<file path="src/design/temp_alarm_map.svh">
`ifndef TEMP_ALARM_MAP_SVH
`define TEMP_ALARM_MAP_SVH

// Register byte offsets on the Avalon-MM word bus
`define TA_OFF_TEMP        4'h0
`define TA_OFF_CONFIG      4'h4
`define TA_OFF_LOW_LIMIT   4'h8
`define TA_OFF_HIGH_LIMIT  4'hc
`define TA_OFF_SAMPLE      4'h0

// Configuration fields
`define TA_CFG_SHUTDOWN    0
`define TA_CFG_MODE        1
`define TA_CFG_POLARITY    2
`define TA_CFG_DEPTH_LO    3
`define TA_CFG_DEPTH_HI    4
`define TA_CFG_MASK        8'h1f

// Reset values and limit mask
`define TA_RST_CONFIG      8'h00
`define TA_RST_HIGH_LIMIT  16'h5000
`define TA_RST_LOW_LIMIT   16'h4b00
`define TA_NO_RESULT       16'h8000
`define TA_LIMIT_MASK      16'hff80

// Queue depths
`define TA_DEPTH_1         3'h1
`define TA_DEPTH_2         3'h2
`define TA_DEPTH_4         3'h4
`define TA_DEPTH_6         3'h6

// Conversion period
`define TA_CONV_TIME_MS    133
`define TA_CLK_MHZ         100

`endif

</file>
<file path="src/design/temp_alarm_pkg.sv">
package temp_alarm_pkg;

    typedef enum logic [1:0]
    {
        WATCH_HIGH = 2'b01,
        WATCH_LOW  = 2'b10
    } watch_type;

    typedef enum logic [1:0]
    {
        MODE_COMPARATOR = 2'b01,
        MODE_INTERRUPT  = 2'b10
    } alarm_mode_type;

endpackage

</file>
<file path="src/design/conv_link_if.sv">
`timescale 1ns/100ps

interface conv_link_if;
    logic        conv_done;
    logic [15:0] conv_code;
    logic        run;

    modport timer
    (
        output conv_done,
        output conv_code,
        input  run
    );
    modport alarm
    (
        input  conv_done,
        input  conv_code,
        output run
    );
endinterface

</file>
<file path="src/design/conv_timer.sv">
`timescale 1ns/100ps

// Converter model: ticks once per conversion period while running
module conv_timer
#(
    parameter int unsigned PERIOD_CYCLES = 13300000
)
(
    input  wire logic   sys_clk,
    input  wire logic   rst_sync_n,
    input  wire logic [15:0] sample_code,
    conv_link_if.timer  link
);
    logic [31:0] count_r;

    // Restarts from zero whenever run drops, so first result waits a period
    always_ff @(posedge sys_clk or negedge rst_sync_n)
    begin
        if (!rst_sync_n)
            count_r <= 32'h0;
        else if (!link.run || count_r == PERIOD_CYCLES - 1)
            count_r <= 32'h0;
        else
            count_r <= count_r + 32'h1;
    end

    always_ff @(posedge sys_clk or negedge rst_sync_n)
    begin
        if (!rst_sync_n)
        begin
            link.conv_done <= 1'b0;
            link.conv_code <= 16'h0;
        end
        else
        begin
            link.conv_done <= link.run && count_r == PERIOD_CYCLES - 1;
            link.conv_code <= sample_code;
        end
    end
endmodule

</file>
<file path="src/design/temp_alarm.sv">
// Operation
// - Result is 16-bit two's complement, left-justified, low unused bits zero.
// - Result loads 8000h at reset and in every shutdown cycle.
// - Out-of-tolerance is above high or below low; count consecutive only.
// - Queue depth one, two, four or six; one after reset.
// - In-tolerance result with alarm idle clears the queue.
// - Queue clears at reset and on limit or configuration writes.
// - Any queue clear deasserts the alarm.
// - Comparator: alarm asserts after depth consecutive above-high results.
// - Comparator: alarm deasserts after depth consecutive below-low results.
// - Interrupt: alarm raised for under- as well as overtemperature.
// - Interrupt: watched fault type alternates high and low.
// - Interrupt: alarm holds until any register read, then watch flips.
// - Interrupt: queue clear deasserts alarm and watches high again.
// - Interrupt: fault raised only after depth consecutive results.
// - Shutdown stops conversions and forces result to 8000h.
// - After shutdown result reads 8000h until first new conversion.
// - Queue held in reset throughout shutdown.
// - Config bits 4:3 select depth 1, 2, 4, 6.
// - Config bit 1 selects comparator (0) or interrupt (1).
// - Config bit 2 sets alarm polarity, low-active by default.
// - Config bit 0 is shutdown, normal by default.
`timescale 1ns/100ps
`include "temp_alarm_map.svh"

module temp_alarm
    import temp_alarm_pkg::*;
#(
    parameter int unsigned CONV_CYCLES =
        `TA_CONV_TIME_MS * 1000 * `TA_CLK_MHZ
)
(
    input  wire logic        sys_clk,
    input  wire logic        rst_n,
    input  wire logic [3:0]  avs_address,
    input  wire logic        avs_read,
    input  wire logic        avs_write,
    input  wire logic [31:0] avs_writedata,
    input  wire logic [3:0]  avs_byteenable,
    output logic [31:0]      avs_readdata,
    output logic             avs_waitrequest,
    output logic [1:0]       avs_response,
    input  wire logic [15:0] sample_code,
    output logic             alarm_output
);
    // ------------------------------------------------------------
    // Reset release
    // ------------------------------------------------------------
    logic rst_meta_r;
    logic rst_sync_n;

    always_ff @(posedge sys_clk or negedge rst_n)
    begin
        if (!rst_n)
        begin
            rst_meta_r <= 1'b0;
            rst_sync_n <= 1'b0;
        end
        else
        begin
            rst_meta_r <= 1'b1;
            rst_sync_n <= rst_meta_r;
        end
    end

    // ------------------------------------------------------------
    // Converter
    // ------------------------------------------------------------
    conv_link_if link ();

    logic        shutdown;
    logic [15:0] sample_mask;

    // Sample pins are asynchronous to the bus clock
    logic [15:0] sample_meta_r;
    logic [15:0] sample_sync_r;

    always_ff @(posedge sys_clk or negedge rst_sync_n)
    begin
        if (!rst_sync_n)
        begin
            sample_meta_r <= 16'h0;
            sample_sync_r <= 16'h0;
        end
        else
        begin
            sample_meta_r <= sample_code;
            sample_sync_r <= sample_meta_r;
        end
    end

    assign link.run = !shutdown;

    conv_timer #(.PERIOD_CYCLES(CONV_CYCLES)) u_timer
    (
        .sys_clk     (sys_clk),
        .rst_sync_n  (rst_sync_n),
        .sample_code (sample_sync_r),
        .link        (link)
    );

    // ------------------------------------------------------------
    // Register bus
    // ------------------------------------------------------------
    logic [7:0]  config_r;
    logic [15:0] high_r;
    logic [15:0] low_r;
    logic [15:0] temp_r;
    logic        wr_hit;
    logic        rd_any;
    logic        cfg_wr;
    logic        high_wr;
    logic        low_wr;
    logic        mapped;
    logic        rd_valid_r;

    // One wait state on reads so the registered data stands when taken
    always_ff @(posedge sys_clk or negedge rst_sync_n)
    begin
        if (!rst_sync_n)
            rd_valid_r <= 1'b0;
        else
            rd_valid_r <= avs_read && !rd_valid_r;
    end

    assign avs_waitrequest = avs_read && !rd_valid_r;
    assign mapped  = avs_address[1:0] == 2'b00;
    assign wr_hit  = avs_write && mapped && avs_byteenable[0];
    assign cfg_wr  = wr_hit && avs_address == `TA_OFF_CONFIG;
    assign high_wr = wr_hit && avs_address == `TA_OFF_HIGH_LIMIT;
    assign low_wr  = wr_hit && avs_address == `TA_OFF_LOW_LIMIT;
    assign rd_any  = avs_read && mapped && !avs_waitrequest;
    assign shutdown = config_r[`TA_CFG_SHUTDOWN];

    // Limits keep only their nine significant bits
    always_ff @(posedge sys_clk or negedge rst_sync_n)
    begin
        if (!rst_sync_n)
        begin
            config_r <= `TA_RST_CONFIG;
            high_r   <= `TA_RST_HIGH_LIMIT;
            low_r    <= `TA_RST_LOW_LIMIT;
        end
        else
        begin
            if (cfg_wr)
                config_r <= avs_writedata[7:0] & `TA_CFG_MASK;
            if (high_wr && avs_byteenable[1])
                high_r <= avs_writedata[15:0] & `TA_LIMIT_MASK;
            if (low_wr && avs_byteenable[1])
                low_r <= avs_writedata[15:0] & `TA_LIMIT_MASK;
        end
    end

    always_ff @(posedge sys_clk or negedge rst_sync_n)
    begin
        if (!rst_sync_n)
        begin
            avs_readdata <= 32'h0;
            avs_response <= 2'b00;
        end
        else if (avs_read)
        begin
            avs_response <= mapped ? 2'b00 : 2'b10;
            case (avs_address)
                `TA_OFF_TEMP:       avs_readdata <= {16'h0, temp_r};
                `TA_OFF_CONFIG:     avs_readdata <= {24'h0, config_r};
                `TA_OFF_LOW_LIMIT:  avs_readdata <= {16'h0, low_r};
                `TA_OFF_HIGH_LIMIT: avs_readdata <= {16'h0, high_r};
                default:            avs_readdata <= 32'h0;
            endcase
        end
    end

    // ------------------------------------------------------------
    // Temperature result
    // ------------------------------------------------------------
    // Width parameter of the converter: low bits below resolution read 0
    localparam int unsigned RES_BITS = 12;
    assign sample_mask = 16'hffff << (16 - RES_BITS);

    always_ff @(posedge sys_clk or negedge rst_sync_n)
    begin
        if (!rst_sync_n)
            temp_r <= `TA_NO_RESULT;
        else if (shutdown)
            temp_r <= `TA_NO_RESULT;
        else if (link.conv_done)
            temp_r <= link.conv_code & sample_mask;
    end

    // ------------------------------------------------------------
    // Fault queue and alarm
    // ------------------------------------------------------------
    logic [2:0]      depth;
    logic [2:0]      count_r;
    logic            active_r;
    watch_type       watch_r;
    alarm_mode_type  mode;
    logic            above;
    logic            below;
    logic            clear_q;
    logic            hit;
    logic            full;
    logic [15:0]     code_lim;

    always_comb
    begin
        case (config_r[`TA_CFG_DEPTH_HI:`TA_CFG_DEPTH_LO])
            2'b00:   depth = `TA_DEPTH_1;
            2'b01:   depth = `TA_DEPTH_2;
            2'b10:   depth = `TA_DEPTH_4;
            2'b11:   depth = `TA_DEPTH_6;
            default: depth = `TA_DEPTH_1;
        endcase
    end

    assign mode = config_r[`TA_CFG_MODE] ? MODE_INTERRUPT
                                         : MODE_COMPARATOR;
    assign code_lim = link.conv_code & `TA_LIMIT_MASK;
    assign above = $signed(code_lim) > $signed(high_r);
    assign below = $signed(code_lim) < $signed(low_r);
    assign clear_q = shutdown || cfg_wr || high_wr || low_wr;

    // Which condition counts toward the next alarm change
    always_comb
    begin
        if (mode == MODE_COMPARATOR)
            hit = active_r ? below : above;
        else
            hit = (watch_r == WATCH_HIGH) ? above : below;
    end

    assign full = count_r + 3'h1 >= depth;

    // Interrupt alarm is frozen until read, so the queue idles meanwhile
    always_ff @(posedge sys_clk or negedge rst_sync_n)
    begin
        if (!rst_sync_n)
            count_r <= 3'h0;
        else if (clear_q)
            count_r <= 3'h0;
        else if (link.conv_done)
        begin
            if (mode == MODE_INTERRUPT && active_r)
                count_r <= 3'h0;
            else if (!hit || full)
                count_r <= 3'h0;
            else
                count_r <= count_r + 3'h1;
        end
    end

    always_ff @(posedge sys_clk or negedge rst_sync_n)
    begin
        if (!rst_sync_n)
        begin
            active_r <= 1'b0;
            watch_r  <= WATCH_HIGH;
        end
        else if (clear_q)
        begin
            active_r <= 1'b0;
            watch_r  <= WATCH_HIGH;
        end
        else if (mode == MODE_INTERRUPT)
        begin
            // Read wins: a conversion on the read cycle is not counted
            if (link.conv_done && !active_r && hit && full)
                active_r <= 1'b1;
            else if (active_r && rd_any)
            begin
                active_r <= 1'b0;
                watch_r  <= (watch_r == WATCH_HIGH) ? WATCH_LOW
                                                    : WATCH_HIGH;
            end
        end
        else if (link.conv_done && hit && full)
            active_r <= !active_r;
    end

    always_ff @(posedge sys_clk or negedge rst_sync_n)
    begin
        if (!rst_sync_n)
            alarm_output <= 1'b1;
        else
            alarm_output <= active_r ~^ config_r[`TA_CFG_POLARITY];
    end
endmodule

</file>
<file path="config.mk">
export PLATFORM = sky130hd
export DESIGN_NAME = temp_alarm
export DESIGN_NICKNAME = d
export VERILOG_FILES = /design/src/design/temp_alarm_pkg.sv /design/src/design/conv_link_if.sv /design/src/design/conv_timer.sv /design/src/design/temp_alarm.sv
export VERILOG_INCLUDE_DIRS = /design/src /design/src/design
export SDC_FILE = /design/constraint.sdc
export NUM_CORES = 1
export LEC_CHECK = 0
export BUFFER_PORTS_ARGS = -buffer_cell sky130_fd_sc_hd__buf_2
export CORE_MARGIN = 1.5
export CORE_UTILIZATION = 51
export DETAILED_ROUTE_END_ITERATION = 8
export GPL_ROUTABILITY_DRIVEN = 0
export PLACE_DENSITY = 0.86
export SKIP_CTS_REPAIR_TIMING = 1
export SLEW_MARGIN = 20
export SYNTH_ARGS = -nofsm -noshare
export SYNTH_HDL_FRONTEND = slang
export SYNTH_SLANG_ARGS = --single-unit
</file>
<file path="constraint.sdc">
create_clock -name sys_clk -period 3.75 [get_ports sys_clk]
set_input_delay 0.375 -clock sys_clk [delete_from_list [all_inputs] [get_ports sys_clk]]
set_output_delay 0.375 -clock sys_clk [all_outputs]
set_load 0.01 [all_outputs]
</file>
=== Yosys cells after proc, flatten, opt, wreduce, memory -nomap -nowiden ===
Index checks and enable logic that the tools add are counted.
W data, S select, Z words.

* Flip-flop bits (word level): 164
* Input port bits: 60
* Output and inout bits: 36
* Word-level logic and storage cells: 98

* $add $sub $neg: 2
* Order comparisons: 3
* Eq/ne operators: 12
* Mux-type cells: 24
* Bitwise logic cells: 1
* Reduce and logical (&&, ||, !) cells: 38

{| class="wikitable"
|+ Operators with widths
! kind !! count
|-
| $pmux W16 S4 || 1
|-
| $add A32 B1 Y32 const B || 1
|-
| $eq A32 B24 Y1 const B || 1
|-
| $mux W16 || 2
|-
| $mux W32 || 1
|-
| $logic_and A1 B1 Y1 || 18
|-
| $gt A16 B16 Y1 || 1
|-
| $lt A16 B16 Y1 || 1
|-
| $mux W2 || 7
|-
| $mux W3 || 4
|-
| $pmux W3 S4 || 1
|-
| $eq A4 B4 Y1 const B || 2
|-
| $mux W1 || 8
|-
| $reduce_bool A2 Y1 || 4
|-
| $eq A2 B1 Y1 const B || 3
|-
| $eq A2 B2 Y1 const B || 3
|-
| $logic_not A1 Y1 || 5
|-
| $logic_or A1 B1 Y1 || 5
|-
| $eq A4 B3 Y1 const B || 1
|-
| $logic_not A2 Y1 || 2
|-
| $logic_not A4 Y1 || 1
|-
| $ne A4 B2 Y1 const B || 1
|-
| $add A3 B1 Y3 const B || 1
|-
| $ge A3 B3 Y1 || 1
|-
| 5 further kinds || 5
|}

=== Depth between registers and ports, before layout ===
Gate-level depths: netlist of the first run.

* Word-level depth: 9
* Mapped depth: 8

=== Cells and area by module ===
Synthesis of the first run repeated with hierarchy kept, for this count alone.

* Cells, all modules: 554
* Area, all modules: 6224.7 um^2

{| class="wikitable"
|+ By module, submodules not included
! module !! instances !! cells an instance !! area each (um^2) !! sequential area each (um^2)
|-
| temp_alarm || 1 || 361 || 4108.9 || 2363.5
|-
| conv_timer || 1 || 193 || 2115.8 || 1226.2
|}

=== Least setup slack after synthesis of the first run ===
OpenSTA, ideal clock, no wires.

* Kind: register to register
* From: register count_r[0]
* To: register count_r[0]
* Setup time: 0.125 ns
* Data arrival time: 1.928 ns
* Setup slack: 1.697 ns
* Cell stages (with the launch flop): 9
* Path buffers: 0
* Path through: dfrtp_1 ha_1 nor2b_1 or2_2 ha_1 a21oi_1 and3_1 and3_1 mux2_2

* Cells in the longest elaborated chain, start to end: 7

{| class="wikitable"
|+ Ends and longest elaborated chain
! element !! line !! text
|-
| start: declaration || temp_alarm.sv:196 || <nowiki>logic [2:0] count_r;</nowiki>
|-
| start signal: assignment || temp_alarm.sv:250 || <nowiki>count_r <= count_r + 3'h1;</nowiki>
|-
| $add A3 B1 Y3 (*) || temp_alarm.sv:234, temp_alarm.sv:250 ||
|-
| $ge A3 B3 Y1 || temp_alarm.sv:234 || <nowiki>assign full = count_r + 3'h1 >= depth;</nowiki>
|-
| $logic_or A1 B1 Y1 || temp_alarm.sv:247 || <nowiki>else if (!hit || full)</nowiki>
|-
| $mux W3 (*) || temp_alarm.sv:247 ||
|-
| $mux W3 (*) || temp_alarm.sv:245 || <nowiki>if (mode == MODE_INTERRUPT && active_r)</nowiki>
|-
| $mux W3 (*) || temp_alarm.sv:243 || <nowiki>else if (link.conv_done)</nowiki>
|-
| $mux W3 (*) || temp_alarm.sv:241 || <nowiki>else if (clear_q)</nowiki>
|}

Every way passes the cells marked *; elsewhere a longest branch is shown, timed or not. The select of a mux whose other input is x is not followed.
A chain may end at the register's enable or synchronous reset.

=== Worst setup path in the final report of the first run ===
* From: register low_r[14]
* To: register active_r

* Cells in the longest elaborated chain, start to end: 8
* Elaborated cells on any way between the ends: 14

{| class="wikitable"
|+ Ends and longest elaborated chain
! element !! line !! text
|-
| start: declaration || temp_alarm.sv:107 || <nowiki>logic [15:0] low_r;</nowiki>
|-
| start signal: assignment || temp_alarm.sv:142 || <nowiki>low_r <= `TA_RST_LOW_LIMIT;</nowiki>
|-
| start signal: assignment || temp_alarm.sv:151 || <nowiki>low_r <= avs_writedata[15:0] & `TA_LIMIT_MASK;</nowiki>
|-
| $lt A16 B16 Y1 (*) || temp_alarm.sv:222 || <nowiki>assign below = $signed(code_lim) < $signed(low_r);</nowiki>
|-
| $mux W1, on equally long branches || temp_alarm.sv:231, temp_alarm.sv:229 ||
|-
| $mux W1 (*) || temp_alarm.sv:228 || <nowiki>if (mode == MODE_COMPARATOR)</nowiki>
|-
| $logic_and A1 B1 Y1 (2 in a row) || temp_alarm.sv:269 || <nowiki>if (link.conv_done && !active_r && hit && full)</nowiki>
|-
| $mux W1 || temp_alarm.sv:269 ||
|-
| $mux W1 || temp_alarm.sv:266 || <nowiki>else if (mode == MODE_INTERRUPT)</nowiki>
|-
| $mux W1 || temp_alarm.sv:261 || <nowiki>else if (clear_q)</nowiki>
|-
| end signal: assignment || temp_alarm.sv:279 || <nowiki>active_r <= !active_r;</nowiki>
|-
| end: declaration || temp_alarm.sv:197 || <nowiki>logic active_r;</nowiki>
|}

Every way passes the cells marked *; elsewhere a longest branch is shown, timed or not.

==> impl_results.md, run 1 <==
* Status: complete, no violations
* # nets final at 667
* Logic pwr share at 9.1%
* CP max-delay cell: dfstp_2
* Full die area at ~12000 µm²
* Worst-path clk slew at 0.06 ns
* Flop pwr share at 42.7%
* Pre-antenna DRT Iters at 5
* Post-synth cell types at 54
* Slew Viols, Final at 0
* Port Buffer Count at 54
* Leakage at 3.17 nW
* Syn Area/Cell at 11.0 µm²
* Global route overflow at 0
* CP startpoint kind: register
* P_sw at 0.863 mW
* Critical Path Stages at 8
* Setup TNS Final at 0 ns
* Ys Warns at 0
* Capture point of the worst reg-to-reg path: active_r$_DFFE_PN0P_
* Final hold viol count at 0
* Setup crit start: low_r[14]$_DFFE_PN1P_
* WP buf/inv at 1
* Fmax at 440 MHz
* Critical Path Fanout Max at 4
* Clock Path Buffers at 2
* Total Routing Usage GR at 21.8%
* Post-synth EDFFs at 0
* Worst hold path class: input port to register
* Top cells by area, synth: dfrtp_1 (52%), ha_1 (4.7%), dfstp_2 (4.1%)
* Clock tree root buffer cell: clkbuf_16
* Internal power at 2.85 mW
* Post-DP Area at around 6200 µm²
* Area added between synthesis and finish at 17.0%
* CP Cell Sequence: inv_1 -> ha_1 -> a211oi_1 -> nand2_1 -> nor4_1 -> a211o_1 -> a31oi_1 -> o21a_1
* Top cell family by delay on the critical path: compound AO/OA/AOI/OAI gates
* Largest net degree at the start of global routing at 78
* Worst slew margin at between 30 and 40%
* Routed length per placed instance at 15.9 µm
* Fill count at 811
* Final WL at between 10 and 15 mm
* Layout cell share with drive strength beyond 1 at 20.9%
* Number of cells on the worst hold path at 1
* Final worst-path cycle share at 60.6%
* Routed via count at slightly above 4000
* Post-route ant nets at 0
* Post-Syn Instances at 527
* TritonCTS Sinks at 131
* Post-Syn Area at 5820 µm²
* # diodes at 0
* Drt via density at 5.50
* Pwr dens at 546 nW/µm²
* Clk_lat worst skew at 0.41 ns
* Cell area after layout at 6810 µm²
* TritonCTS clock tree: done
* Synth Register Bits at 131
* Arr. time, crit path at ~2.6 ns
* Max Cap Viol at 0
* End of the critical path: active_r$_DFFE_PN0P_
* CTS H-tree depth at 4
* R2R Setup Slk at 1.48 ns
* Initial drt markers at 318
* Worst Clk Skew at 0.00631 ns
* Post-detail-place hpwl at 8.19 mm
* Cell taking the most area after synthesis: dfrtp_1
* Clock power share at 48.2%
* Vias in the first global route at 4225
* Core Area at 11000 µm²
* Num rows at 38
* Initial antenna violation count at 0
* Register area share after synthesis at 56.5%
* Setup Viol. Count Final at 0
* Die W at 110 µm
* Setup CP Type: register to register
* Sw Share at 23.2%
* Maximum VDD drop at 313 µV
* Dominant synthesized flop cell: dfrtp_1
* Die height at 110 µm
* TritonCTS buffer count at 17
* Tmin final at 2.27 ns
* Ports at 96
* Initial Utilization at 53.0%
* Worst-margin pin slew at 0.936 ns
* RSZ-0062 raised after global routing: false
* Worst r2r src: low_r[14]$_DFFE_PN1P_
* Worst-case reg-to-reg path depth at 8
* Nature of the critical path endpoint: register
* First-pass GRT wire length at around 20 mm
* Synth top area share at 52.5%
* Slowest stage delay, CP at 0.51 ns
* Total chip power at 3.71 mW
* Residual DRC at 0
* Async set-reset flop share out of synthesis at 100%
* Worst EP required at 4.05 ns
==> power groups by stage <==
stage,Combinational (mW),Sequential (mW),Clock [mW]
floorplan,0.244,1.59,0
global placement,0.307,1.60,0
detailed placement,0.329,1.61,0
CTS,0.337,1.59,1.82
global route,0.381,1.60,1.88
finish,0.339,1.59,1.79
==> worst min-delay path by stage <==
| stage | slack, ns | startpoint | endpoint |
|---|---|---|---|
| finish | 0.07 | sample_code[15] | sample_meta_r[15]$_DFF_PN0_ |
| global route | 0.04 | sample_code[15] | sample_meta_r[15]$_DFF_PN0_ |
| CTS | -0.28 | rst_n | rst_sync_n$_DFF_PN0_ |
| detailed placement | 0.16 | rst_n | rst_meta_r$_DFF_PN0_ |
| global placement | 0.16 | rst_n | rst_meta_r$_DFF_PN0_ |
| floorplan | 0.08 | rst_n | rst_meta_r$_DFF_PN0_ |
==> cell usage after synthesis (4+ instances only) <==
| cell | number |
|---|---|
| buf_4 | 17 |
| ha_1 | 22 |
| o21ai_0 | 28 |
| dfrtp_1 | 122 |
| mux2i_1 | 12 |
| nand4_1 | 7 |
| or3_1 | 4 |
| nor3_1 | 5 |
| dfstp_2 | 9 |
| nand2_1 | 43 |
| inv_1 | 29 |
| xor2_1 | 15 |
| nor4_1 | 7 |
| mux2_2 | 15 |
| o2bb2ai_1 | 9 |
| nor2_1 | 57 |
| nor2b_1 | 5 |
| a21oi_1 | 9 |
| nand3_1 | 17 |
| a22oi_1 | 9 |
| and3_1 | 10 |
| a22o_1 | 5 |
| clkbuf_1 | 14 |
| xnor2_1 | 14 |
==> per-layer routing <==
layer	track usage, %	share of wire, %	vias up
met4	10.6	2.3	0
li1	-	-	1884
met5	0	0	-
met1	27.0	41	1978
met3	6.99	7.3	31
met2	34.6	49	163
==> per-stage QoR <==
| step | hold slack [ns] | cells | setup slack [ns] | utilization, % |
|---|---|---|---|---|
| after CTS | -0.280 | 737 | 1.57 | 61.9 |
| after global routing | 0.0412 | 738 | 1.36 | 62.0 |
| after detailed placement | 0.162 | 705 | 1.57 | 56.0 |
| after floorplan | 0.0794 | 543 | 1.58 | - |
| final | 0.0658 | 738 | 1.48 | 62.0 |
| after global placement | 0.160 | 705 | 1.63 | 56.0 |
==> area by class of cell <==
type | count | area (µm²) | share of cell area, %
sequential | 131 | 3290 | 48.4
multi-input combinational | 346 | 2270 | 33.4
clock buffer | 22 | 464 | 6.82
timing repair buffer | 59 | 310 | 4.56
clock inverter | 10 | 179 | 2.63
tap | 140 | 175 | 2.57
inverter | 30 | 113 | 1.65
==> registers in the layout (all words and copies together), names as in the netlist <==
name	count
active_r	1
alarm_output	1
avs_readdata	16
avs_response	1
config_r	5
count_r	3
high_r	9
low_r	9
rd_valid_r	1
rst_meta_r	1
rst_sync_n	1
sample_meta_r	12
sample_sync_r	12
temp_r	12
u_timer.count_r	32
u_timer.link.conv_code	12
u_timer.link.conv_done	1
watch_r	2
==> cells by family (layout without fill, tap and decap cells) <==
logic type      Yosys count  after routing  share of synthesized area, %
simple gates            174            174                          15.2
flops                   131            131                          56.5
compound gates           76             76                          8.60
buf+inv                  66            121                          5.55
xor+xnor                 29             29                          4.36
mux                      27             27                          4.97
fa+ha+maj                22             22                          4.73
other cells               2             18                         0.129
==> cells in the final DEF (no fill, tap or decap), drive strengths merged, types with 7 or more instances in the layout <==
cell type	count
conb	18
o2bb2ai	9
nor4	10
nand2	43
dfrtp	122
nor2	58
mux2	15
nand3	19
a22oi	9
ha	22
xor2	15
inv	31
clkbuf	22
buf	58
nand4	7
xnor2	14
dfstp	9
and3	10
a21oi	9
o21ai	28
mux2i	12
Note: power is estimated with default switching activity, not from simulation.
==> run 2, diff against run 1 <==
--- a/config.mk
+++ b/config.mk
@@ -6,6 +6,7 @@
 export SDC_FILE = /design/constraint.sdc
 export NUM_CORES = 1
 export LEC_CHECK = 0
+export ABC_AREA = 1
 export BUFFER_PORTS_ARGS = -buffer_cell sky130_fd_sc_hd__buf_2
 export CORE_MARGIN = 1.5
 export CORE_UTILIZATION = 51
==> constraint.sdc (replaced) <==
create_clock -name sys_clk -period 2 [get_ports sys_clk]
set_input_delay 0.2 -clock sys_clk [delete_from_list [all_inputs] [get_ports sys_clk]]
set_output_delay 0.2 -clock sys_clk [all_outputs]
set_load 0.01 [all_outputs]
==> run 2 against run 1 <==
The flow now finishes with violations (design-rule violations, negative setup slack). Critical path depth is 5 higher. Clock-buffer cell count is 4 lower. Non-clock buffer count is 48 higher. Cell count is 28% higher. Utilization is 5.7 points higher. Die area is 4.7% higher. Fmax is 2.3% higher. First-iteration DRC count is 87% higher. Synthesized cell count is 27% higher. Sequential power is 77% higher. Sequential share of layout area is 6.3 points lower. Critical endpoint unchanged. Largest power group unchanged.
==> impl_results.md, run 2 <==
* Largest net degree at the start of global routing at 52
* Status: finished with violations
* # diodes at 0
* Setup TNS Final at -0.805 ns
* Synth Register Bits at 131
* Register area at 3300 µm²
* Routed length per placed instance at between 15 and 20 µm
* TritonCTS clock tree: done
* Worst-case reg-to-reg path depth at 13
* CP Cell Sequence: inv_1 -> ha_4 -> nand2_2 -> nor2_2 -> nand3_2 -> nand4_1 -> nand2_1 -> nand2_1 -> nand2_2 -> inv_2 -> nand4_1 -> or2_2 -> nand2_1
* Capture point of the worst reg-to-reg path: active_r$_DFFE_PN0P_
* Synth top area share at 50.0%
* Number of cells on the worst hold path at 3
* CP max-delay cell: dfstp_2
* Nature of the critical path endpoint: register
* Tmin final at 2.22 ns
* Initial Utilization at about 53%
* Arr. time, crit path at 2.58 ns
* Post-Syn Instances at 669
* TritonCTS buffer count at 17
* Total Routing Usage GR at 22.0%
* Worst Clk Skew at ~0.011 ns
* R2R Setup Slk at -0.22 ns
* Post-Syn Area at 6100 µm²
* Async set-reset flop share out of synthesis at 100%
* Number of flip-flops under the largest register name at 32
* Top cells by instance count after synthesis: nand2_1 (136), dfrtp_1 (122), inv_1 (94)
* Initial antenna violation count at 0
* Final worst-path cycle share at 111%
* RSZ-0062 raised after global routing: true
* Worst r2r src: high_r[14]$_DFFE_PN1P_
* Pwr dens at 853 nW/µm²
* Critical Path Stages at 13
* WP buf/inv at 2
* Worst slew margin at 62.5%
* Area of the multi-input gates at 2580 µm²
* Ys Warns at 0
* Setup crit start: high_r[14]$_DFFE_PN1P_
* Post-detail-place hpwl at 8.94 mm
* Syn Area/Cell at 9.12 µm²
* Max Cap Viol at 0
* Fill count at approximately 790
* Register area share after synthesis at 53.9%
* Top cell family by delay on the critical path: simple AND/OR/NAND/NOR gates
* Final WL at 15.3 mm
* Initial drt markers at roughly 600
* Top cells by area, synth: dfrtp_1 (50%), nand2_1 (8.4%), inv_1 (5.8%)
* Die W at 112 µm
* Top-count cell post-synth: nand2_1
* Most frequent CP cell: nand2_1
* Slowest stage delay, CP at 0.55 ns
* First-pass GRT wire length at 22.0 mm
* Ports at 96
* Setup CP Type: register to register
* Clock Path Buffers at 2
* Port Buffer Count at 54
* Post-route ant nets at 0
* Largest Register: u_timer.count_r
* Top Registers: u_timer.count_r x32, avs_readdata x16
* Layout cell share with drive strength beyond 1 at 27.3%
* Maximum VDD drop at 542 µV
* Worst hold path class: input port to register
* Setup Viol. Count Final at 7
* Num rows at 39
* Commonest non-fill, non-tap cells in the layout: nand2_1 (125), dfrtp_1 (119), inv_1 (89)
* Final WS setup at -0.223 ns
* Cell taking the most area after synthesis: dfrtp_1
* Leakage at 3.76 nW
* Post-synth cell types at 44
* Global route overflow at 0
* Failing checks: design-rule violations, negative setup slack
* Clk_lat worst skew at 0.42 ns
* CTS H-tree depth at 4
* End of the critical path: active_r$_DFFE_PN0P_
* Post-synth EDFFs at 0
* Area added between synthesis and finish at 28.2%
* Worst-path clk slew at 0.07 ns
* Routed via count at 5225
* Most common cell after layout, fill and taps aside: nand2_1
* Vias in the first global route at 4753
* Residual DRC at 6
* Drt via density at 5.55
* Final hold viol count at 0
* TritonCTS Sinks at ~130
* Full die area at 12600 µm²
* Slew Viols, Final at 0
* Dpl ws at -0.129 ns
* Worst-margin pin slew at ~0.56 ns
* Pre-antenna DRT Iters at 9
* Dominant synthesized flop cell: dfrtp_1
* Fmax at approximately 450 MHz
* # nets final at 867
* Die height at 112 µm
* Worst EP required at 2.35 ns
* Clock tree root buffer cell: clkbuf_16
* Core Area at 11600 µm²
* CP startpoint kind: register
* Critical Path Fanout Max at 2
-- run 2: changes by cell type in the layout (fill, tap and decap cells not counted), sizes merged, moves of 13 or more --
cell,previous run,this run
dlygate4sd3,1,14
o21ai,28,43
inv,31,103
nand2,43,144
mux2,15,0
nor3,6,29
buf,58,93
a21oi,9,29
-- run 2: routing by layer --
layer  GRT usage, %  wire length, µm  up-vias
met5              0                0        -
met4           9.62              506        0
met3           4.86             1240       47
met2           34.6             7390      304
met1           29.7             6210     2501
li1               -                -     2373
-- run 2: area by class of cell --
cell class	instances	share of cell area, %
inverters	100	4.79
clock buffers	18	5.61
repair buffers	107	9.67
well taps	143	2.29
multi-input cells	428	33.0
clock inverters	14	2.54
flip-flops and latches	131	42.1
-- run 2: power by group --
| group | switching, mW | internal, mW |
|---|---|---|
| clock | 1.21 | 2.14 |
| sequential | 0.0703 | 2.74 |
| combinational | 0.314 | 0.206 |
-- run 2: stage by stage --
stage / area [µm²] / utilization [%] / std cells / hold WS [ns] / power (mW)
after global routing: 7830 / 67.7 / 941 / 0.0299 / 6.88
after global placement: 6710 / 58.0 / 882 / -0.00917 / 3.26
after CTS: 7340 / 63.5 / 914 / -0.463 / 6.61
after detailed placement: 6710 / 58.0 / 882 / -0.0103 / 3.27
after floorplan: 6190 / - / 685 / -0.0956 / 3.12
final: 7830 / 67.7 / 941 / 0.0121 / 6.68
-- run 2: worst min-delay path by stage --
stage | from | to | slack, ns
final | avs_writedata[4] | config_r[4]$_DFFE_PN0P_ | 0.01
after global routing | avs_writedata[4] | config_r[4]$_DFFE_PN0P_ | 0.03
after CTS | rst_n | rst_sync_n$_DFF_PN0_ | -0.46
after detailed placement | rst_n | rst_meta_r$_DFF_PN0_ | -0.01
after global placement | rst_n | rst_meta_r$_DFF_PN0_ | -0.009
after floorplan | rst_n | rst_meta_r$_DFF_PN0_ | -0.1
-- run 2: cell families after synthesis --
kind of cell / after synthesis / synth area share [%]
AO/OA/AOI/OAI: 96 / 9.08
other: 2 / 0.123
buffers and inverters: 126 / 9.04
adder cells (fa/ha/maj): 22 / 4.51
AND/OR/NAND/NOR: 285 / 22.4
flip-flops: 131 / 53.9
XOR/XNOR: 7 / 1.00
-- run 2: worst reg2reg max path, cell delays in order, from the launching register on --
cell and delay, ns:
dfstp_2 0.55, inv_1 0.07, ha_4 0.27, nand2_2 0.06, nor2_2 0.18, nand3_2 0.13
nand4_1 0.14, nand2_1 0.07, nand2_1 0.09, nand2_2 0.06, inv_2 0.06, nand4_1 0.11
or2_2 0.31, nand2_1 0.07
